`src/pcss_defines.svh`:
```
// constants for the pc card socket strobe and status block
`ifndef PCSS_DEFINES_SVH
`define PCSS_DEFINES_SVH
`define PCSS_CE_IDLE      2'h3
`define PCSS_CE_EVEN      2'h2
`define PCSS_CE_ODD       2'h1
`define PCSS_CE_BOTH      2'h0
`define PCSS_STROBE_NS    300
`define PCSS_CLK_NS       100
`define PCSS_STROBE_CYC   ((`PCSS_STROBE_NS + `PCSS_CLK_NS - 1) / `PCSS_CLK_NS)
`define PCSS_STS_RDY_BIT  0
`define PCSS_STS_CARD_INTERRUPT_REQUEST_BIT 1
`define PCSS_STS_WP_BIT   2
`define PCSS_STS_IO16_BIT 3
`endif

```
`src/pcss_pkg.sv`:
```
// types for the pc card socket strobe and status block
package pcss_pkg;
   typedef enum logic [2:0] {
      PCSS_IDLE,
      PCSS_SETUP,
      PCSS_STROBE,
      PCSS_GAP
   } pcss_state_t;
   typedef enum logic [1:0] {
      PCSS_OP_MEM_RD,
      PCSS_OP_MEM_WR,
      PCSS_OP_IO_RD,
      PCSS_OP_IO_WR
   } pcss_op_t;
endpackage

```
`src/pcss_socket.sv`:
```
// socket strobe generation and card status capture for one pc card socket
// Notes on behaviour
// - chip enables go low only while the socket is enabled
// - first chip enable selects even byte, second selects odd byte
// - write strobe gates write data into card memory
// - same write strobe acts as program strobe for programmable cards
// - status input read as ready/busy for memory, interrupt for i/o cards
// - current write protect level is kept in a readable status word
// - memory writes blocked only when protect asserted and enable bit is 1
// - for i/o cards protect pin carries the sixteen bit port indication
// - no sixteen bit indication splits a 16-bit i/o access into two bytes
// - active low output enable gates read data from memory cards
`include "pcss_defines.svh"
module pcss_socket (
   input  wire logic        ref_clk,
   input  wire logic        rst_n,
   input  wire logic        socket_enable,
   input  wire logic        card_is_io,
   input  wire logic        protect_enable,
   input  wire logic        req_valid,
   input  wire logic [1:0]  req_op,
   input  wire logic [1:0]  req_bytes,
   input  wire logic        card_ready_busy,
   input  wire logic        socket_protect_input,
   output logic             req_ready,
   output logic             req_done,
   output logic             req_blocked,
   output logic             even_byte_card_select_n,
   output logic             odd_byte_card_select_n,
   output logic             program_strobe_n,
   output logic             output_enable_n,
   output logic             io_read_n,
   output logic             io_write_n,
   output logic [3:0]       interface_status,
   output logic             card_interrupt_request,
   output logic             card_port_is_sixteen_bit
);
   // ************************************************
   // status synchronisers
   // ************************************************
   logic [1:0] sync1_reg;
   logic [1:0] sync2_reg;
   logic [1:0] sync1_next;
   logic [1:0] sync2_next;

   // two stages for the two asynchronous card inputs
   always_comb begin
      sync1_next = {socket_protect_input, card_ready_busy};
      sync2_next = sync1_reg;
   end

   always_ff @(posedge ref_clk or negedge rst_n) begin
      if (!rst_n) begin
         sync1_reg <= 2'h0;
         sync2_reg <= 2'h0;
      end else begin
         sync1_reg <= sync1_next;
         sync2_reg <= sync2_next;
      end
   end

   logic rdy_s;
   logic wp_s;
   assign rdy_s = sync2_reg[0];
   assign wp_s  = sync2_reg[1];

   // ************************************************
   // cycle sequencer
   // ************************************************
   pcss_pkg::pcss_state_t state_reg;
   pcss_pkg::pcss_state_t state_next;
   logic [1:0] op_reg;
   logic [1:0] op_next;
   logic [1:0] lanes_reg;
   logic [1:0] lanes_next;
   logic       second_reg;
   logic       second_next;
   logic [3:0] cnt_reg;
   logic [3:0] cnt_next;
   logic [1:0] ce_reg;
   logic [1:0] ce_next;
   logic       we_reg;
   logic       we_next;
   logic       oe_reg;
   logic       oe_next;
   logic       ior_reg;
   logic       ior_next;
   logic       iow_reg;
   logic       iow_next;
   logic       rdy_reg;
   logic       rdy_next;
   logic       done_reg;
   logic       done_next;
   logic       blk_reg;
   logic       blk_next;
   logic [3:0] sts_reg;
   logic [3:0] sts_next;
   logic       irq_reg;
   logic       irq_next;
   logic       io16_reg;
   logic       io16_next;

   // chip enable code for a lane mask, bit0 even bit1 odd
   function automatic logic [1:0] pcss_ce_code(input logic [1:0] lanes);
      pcss_ce_code = ~lanes;
   endfunction

   // true when the operation is a write to card memory
   function automatic logic pcss_is_mem_wr(input logic [1:0] op);
      pcss_is_mem_wr = (op == 2'(pcss_pkg::PCSS_OP_MEM_WR));
   endfunction

   // sequencer next state and strobes
   always_comb begin
      state_next  = state_reg;
      op_next     = op_reg;
      lanes_next  = lanes_reg;
      second_next = second_reg;
      cnt_next    = cnt_reg;
      ce_next     = `PCSS_CE_IDLE;
      we_next     = 1'b1;
      oe_next     = 1'b1;
      ior_next    = 1'b1;
      iow_next    = 1'b1;
      rdy_next    = 1'b0;
      done_next   = 1'b0;
      blk_next    = 1'b0;
      unique case (state_reg)
         pcss_pkg::PCSS_IDLE: begin
            rdy_next = socket_enable;
            if (req_valid && rdy_reg && socket_enable) begin
               op_next     = req_op;
               lanes_next  = req_bytes;
               second_next = 1'b0;
               rdy_next    = 1'b0;
               if (pcss_is_mem_wr(req_op) && wp_s && protect_enable) begin
                  done_next = 1'b1;
                  blk_next  = 1'b1;
               end else begin
                  state_next = pcss_pkg::PCSS_SETUP;
               end
            end
         end
         pcss_pkg::PCSS_SETUP: begin
            // split when card lacks sixteen bit port support
            // protect pin high on an i/o card means no sixteen bit port
            if (op_reg[1] && lanes_reg == 2'h3 && wp_s) begin
               lanes_next  = 2'h1;
               second_next = 1'b1;
            end
            ce_next    = socket_enable ? pcss_ce_code(lanes_next) : `PCSS_CE_IDLE;
            cnt_next   = 4'(`PCSS_STROBE_CYC);
            state_next = pcss_pkg::PCSS_STROBE;
         end
         pcss_pkg::PCSS_STROBE: begin
            ce_next  = socket_enable ? pcss_ce_code(lanes_reg) : `PCSS_CE_IDLE;
            we_next  = !pcss_is_mem_wr(op_reg);
            oe_next  = !(op_reg == 2'(pcss_pkg::PCSS_OP_MEM_RD));
            ior_next = !(op_reg == 2'(pcss_pkg::PCSS_OP_IO_RD));
            iow_next = !(op_reg == 2'(pcss_pkg::PCSS_OP_IO_WR));
            cnt_next = cnt_reg - 4'h1;
            // strobes stay low through the last count; the gap raises them
            if (cnt_reg == 4'h1) begin
               state_next = pcss_pkg::PCSS_GAP;
            end
         end
         pcss_pkg::PCSS_GAP: begin
            if (second_reg) begin
               second_next = 1'b0;
               lanes_next  = 2'h2; // odd byte cycle follows
               ce_next     = socket_enable ? `PCSS_CE_ODD : `PCSS_CE_IDLE;
               cnt_next    = 4'(`PCSS_STROBE_CYC);
               state_next  = pcss_pkg::PCSS_STROBE;
            end else begin
               done_next  = 1'b1;
               state_next = pcss_pkg::PCSS_IDLE;
            end
         end
         default: state_next = pcss_pkg::PCSS_IDLE;
      endcase
   end

   // status word and the shared pins read by card type
   always_comb begin
      sts_next = 4'h0;
      sts_next[`PCSS_STS_RDY_BIT]  = !card_is_io && rdy_s;
      sts_next[`PCSS_STS_CARD_INTERRUPT_REQUEST_BIT] = card_is_io && !rdy_s;
      sts_next[`PCSS_STS_WP_BIT]   = !card_is_io && wp_s;
      sts_next[`PCSS_STS_IO16_BIT] = card_is_io && !wp_s;
      irq_next  = card_is_io && !rdy_s;
      io16_next = card_is_io && !wp_s;
   end

   always_ff @(posedge ref_clk or negedge rst_n) begin
      if (!rst_n) begin
         state_reg  <= pcss_pkg::PCSS_IDLE;
         op_reg     <= 2'h0;
         lanes_reg  <= 2'h0;
         second_reg <= 1'b0;
         cnt_reg    <= 4'h0;
         ce_reg     <= `PCSS_CE_IDLE;
         we_reg     <= 1'b1;
         oe_reg     <= 1'b1;
         ior_reg    <= 1'b1;
         iow_reg    <= 1'b1;
         rdy_reg    <= 1'b0;
         done_reg   <= 1'b0;
         blk_reg    <= 1'b0;
         sts_reg    <= 4'h0;
         irq_reg    <= 1'b0;
         io16_reg   <= 1'b0;
      end else begin
         state_reg  <= state_next;
         op_reg     <= op_next;
         lanes_reg  <= lanes_next;
         second_reg <= second_next;
         cnt_reg    <= cnt_next;
         ce_reg     <= ce_next;
         we_reg     <= we_next;
         oe_reg     <= oe_next;
         ior_reg    <= ior_next;
         iow_reg    <= iow_next;
         rdy_reg    <= rdy_next;
         done_reg   <= done_next;
         blk_reg    <= blk_next;
         sts_reg    <= sts_next;
         irq_reg    <= irq_next;
         io16_reg   <= io16_next;
      end
   end

   // outputs straight from flip-flops
   assign req_ready                = rdy_reg;
   assign req_done                 = done_reg;
   assign req_blocked              = blk_reg;
   assign even_byte_card_select_n  = ce_reg[0];
   assign odd_byte_card_select_n   = ce_reg[1];
   assign program_strobe_n         = we_reg;
   assign output_enable_n          = oe_reg;
   assign io_read_n                = ior_reg;
   assign io_write_n               = iow_reg;
   assign interface_status         = sts_reg;
   assign card_interrupt_request   = irq_reg;
   assign card_port_is_sixteen_bit = io16_reg;
endmodule

```
`config.mk`:
```
export PLATFORM = sky130hd
export DESIGN_NAME = pcss_socket
export DESIGN_NICKNAME = d
export VERILOG_FILES = /design/src/pcss_pkg.sv /design/src/pcss_socket.sv
export VERILOG_INCLUDE_DIRS = /design/src
export SDC_FILE = /design/constraint.sdc
export NUM_CORES = 1
export LEC_CHECK = 0
export ABC_CLOCK_PERIOD_IN_PS = 4600
export BUFFER_PORTS_ARGS = -buffer_cell sky130_fd_sc_hd__buf_2
export CORE_ASPECT_RATIO = 1.75
export CORE_MARGIN = 1
export CORE_UTILIZATION = 40
export DETAILED_ROUTE_END_ITERATION = 16
export GPL_TIMING_DRIVEN = 0
export SETUP_SLACK_MARGIN = 0.5
export SYNTH_ARGS = -nofsm -noshare
export SYNTH_HDL_FRONTEND = slang
export SYNTH_SLANG_ARGS = --single-unit
```
`constraint.sdc`:
```
create_clock -name ref_clk -period 4.6 [get_ports ref_clk]
set_clock_uncertainty 0.1 [all_clocks]
set_input_delay 0.92 -clock ref_clk [delete_from_list [all_inputs] [get_ports ref_clk]]
set_output_delay 0.92 -clock ref_clk [all_outputs]
set_load 0.01 [all_outputs]
```
==> impl_metrics.py <==
metrics = {
    "detailed_routing": {
        "drt-initial-drc-count": 14,
        "drtAntennaViolNets": 0,
        "viasPerCell": 5.14,
        "wl_per_cell_um": 13.6,
        "finalWirelength_um": 2500,
        "vias": 940,
        "firstDrtPassIters": 4,
        "drc": 0,
    },
    "synth": {
        "synth_area_um2": 1280,
        "synth_edf_count": 0,
        "netlist_top_cells_area": "dfrtp_1 (43%), dfstp_2 (12%), ha_1 (6.8%)",
        "synthTopCellsByCount": "dfrtp_1 (22), ha_1 (7), inv_1 (7), nand2_1 (7)",
        "synth_compound_area_frac": 0.152,
        "synthSimpleGateAreaFrac": 0.156,
        "synthAdderAreaFrac": 0.0682,
        "async_flop_share": 1.00,
        "yosysTopAreaCell": "dfrtp_1",
        "synth_top_family_by_area": "simple AND/OR/NAND/NOR gates",
        "muxShareOfSynthArea": 0.0263,
        "synth_top_area_frac": 0.428,
        "synth_seq_cells": 28,
        "synth_xor_area_frac": 0,
        "yosysWarnings": 0,
        "synth_nets": 130,
        "seq_area_frac_synth": 0.551,
        "synthFlopType": "dfrtp_1",
        "syn_area_per_cell_um2": 11.6,
        "synthDistinctLibCells": 35,
        "yosysMostFrequentCell": "dfrtp_1",
        "syn_inst": 111,
    },
    "placed_design": {
        "gp_routability_congestion": 0.842,
        "placed_area_um2": 1470,
        "io_buffers": 26,
        "place_hpwl_um": 1880,
    },
    "clocking": {
        "htree_levels": 1,
        "cts_tree": "yes",
        "clock_sinks": 28,
        "post_cts_resized": 0,
        "cts_buffers": 3,
        "post_cts_buffers": 0,
        "cts-root-buf": "clkbuf_8",
        "hold_buffers": 0,
        "cts_buffer_depth": 2,
        "path_clk_slew_ps": 90,
        "clock_latency_ps": 270,
    },
    "pwr": {
        "power_density_nw_per_um2": 628,
        "p_leak_nw": 0.727,
        "vdd_ir_drop_max_mv": 0.373,
    },
    "min_path": {
        "min_path_cells": 0,
        "hold_end": "sync2_reg[1]$_DFF_PN0_",
        "hp-start": "sync1_reg[1]$_DFF_PN0_",
        "min_path_type": "flop to flop",
    },
    "finish": {
        "area_delta_synth_final_pct": 19.8,
        "fin_nets": 161,
        "largest_register_ffs": 4,
        "n_antenna_cell": 0,
        "drive_gt1_frac": 0.284,
        "fin_area_um2": 1540,
    },
    "grt": {
        "grt_pass1_wl_um": 4170,
        "grtUsageMet1": 0.188,
        "grt_max_degree": 29,
        "met2_usage": 0.279,
        "grt_pass1_vias": 948,
        "antenna_found_initial": 0,
        "grt_util_met3": 0.0282,
        "top_usage_layer": "met2",
        "gr-usage-all-layers": 0.167,
        "grt-ovfl-total": 0,
    },
    "timing": {
        "worst_pin_slew_ps": 621,
        "relSlewSlack": 0.586,
        "setup-tns-final_ps": 0,
        "post-route-min-period_ps": 1940,
        "maxSlewViolCount": 0,
        "finalSetupViolations": 0,
        "rsz0062_at_grt": "no",
        "post-route-period-util": 0.422,
        "final_hold_viol_count": 0,
        "fmax_mhz": 515,
        "fin_hold_ws_ps": 256,
    },
    "floorplanning": {
        "floorplan.rows": 26,
        "fp.dieH_um": 77.0,
        "die_w_um": 44.8,
        "start_util": 0.429,
        "core_area_um2": 2990,
        "io_pins": 27,
        "dieArea_um2": 3450,
    },
    "worst_setup_path": {
        "worst_path_max_delay_cell": "dfstp_2",
        "critPathRequiredTime_ps": 3580,
        "cpPeakStageDelay_ps": 530,
        "rrSetupSlack_ps": 2690,
        "regToRegEndpoint": "second_reg$_DFFE_PN0P_",
        "crit_chain": "buf_2",
        "critPathArrivalTime_ps": 920,
        "reg2reg_depth": 5,
        "r2r_start": "state_reg[1]$_DFFE_PN0P_",
        "end_kind": "output pin",
        "cp_num_cells": 1,
        "critPathBufInv": 1,
        "crit_family": "flip-flops",
        "setup.worst_path.class": "flop to output pin",
        "worst_setup_path_start_kind": "flop",
        "cp_max_fo": 1,
    },
    "status": {
        "outcome": "finished clean",
    },
    "flow_run": {
        "maxCapViolations": 0,
    },
}
[worst max path at each step]
stage | end | startpoint | slack [ps]
after global placement | lanes_reg[0]$_DFFE_PN0P_ | socket_enable | 2490
after global routing | second_reg$_DFFE_PN0P_ | state_reg[1]$_DFFE_PN0P_ | 2500
after detailed placement | second_reg$_DFFE_PN0P_ | socket_enable | 2420
after CTS | even_byte_card_select_n | ce_reg[0]$_DFF_PN1_ | 2640
final | even_byte_card_select_n | ce_reg[0]$_DFF_PN1_ | 2660
after floorplan | lanes_reg[0]$_DFFE_PN0P_ | req_valid | 2770
[per-stage QoR]
step           power, W  worst slack (ps)  cells   util
2_1_floorplan  0.000666              2770    111      -
3_3_place_gp   0.000767              2490    179  0.490
3_5_place_dp   0.000782              2420    179  0.490
4_1_cts        0.000974              2640    183  0.514
5_1_grt         0.00104              2500    183  0.514
6_report       0.000966              2660    183  0.514
[kinds of logic (layout without fill, tap and decap cells)]
| group | after synthesis | after routing |
|---|---|---|
| muxes | 3 | 3 |
| buffers and inverters | 12 | 42 |
| and+or+nand+nor | 36 | 36 |
| AOI/OAI and AO/OA | 25 | 25 |
| DFF | 28 | 28 |
| adders and majority gates | 7 | 7 |
[placed cells by master, fill, tap and decap left out, types with 3 or more instances in the layout]
| master | count |
|---|---|
| o21ai_1 | 4 |
| nor2b_1 | 6 |
| a21oi_1 | 3 |
| inv_1 | 7 |
| dfstp_2 | 6 |
| nand3_1 | 4 |
| mux2_1 | 3 |
| clkbuf_8 | 3 |
| nand2_1 | 7 |
| ha_1 | 7 |
| nor2_1 | 4 |
| buf_2 | 26 |
| dfrtp_1 | 22 |
| or3_1 | 4 |
| nand2b_1 | 5 |
[report_power, final]
group	leakage, nW	switching (W)	internal, W
registers	0.338	0.0000595	0.000330
logic	0.354	0.000210	0.000175
clock network	0.0357	0.0000745	0.000116
total	0.727	0.000344	0.000622
[area by class of cell]
type	count	area, um^2
plain buffers	5	33.8
clock buffers	3	41.3
clock inverters	1	30.0
fillers	303	1450
inverters	7	26.3
multi-input cells	71	517
flip-flops and latches	28	708
well taps	42	52.6
repair buffers	26	130
[layer usage]
metal	share of wire	up-vias	routed length (um)
met5	0	-	0
met4	0.029	0	72
met3	0.029	7	72
met2	0.54	22	1350
met1	0.40	456	1000
li1	-	455	-
Note: power is estimated with default switching activity, not from simulation.
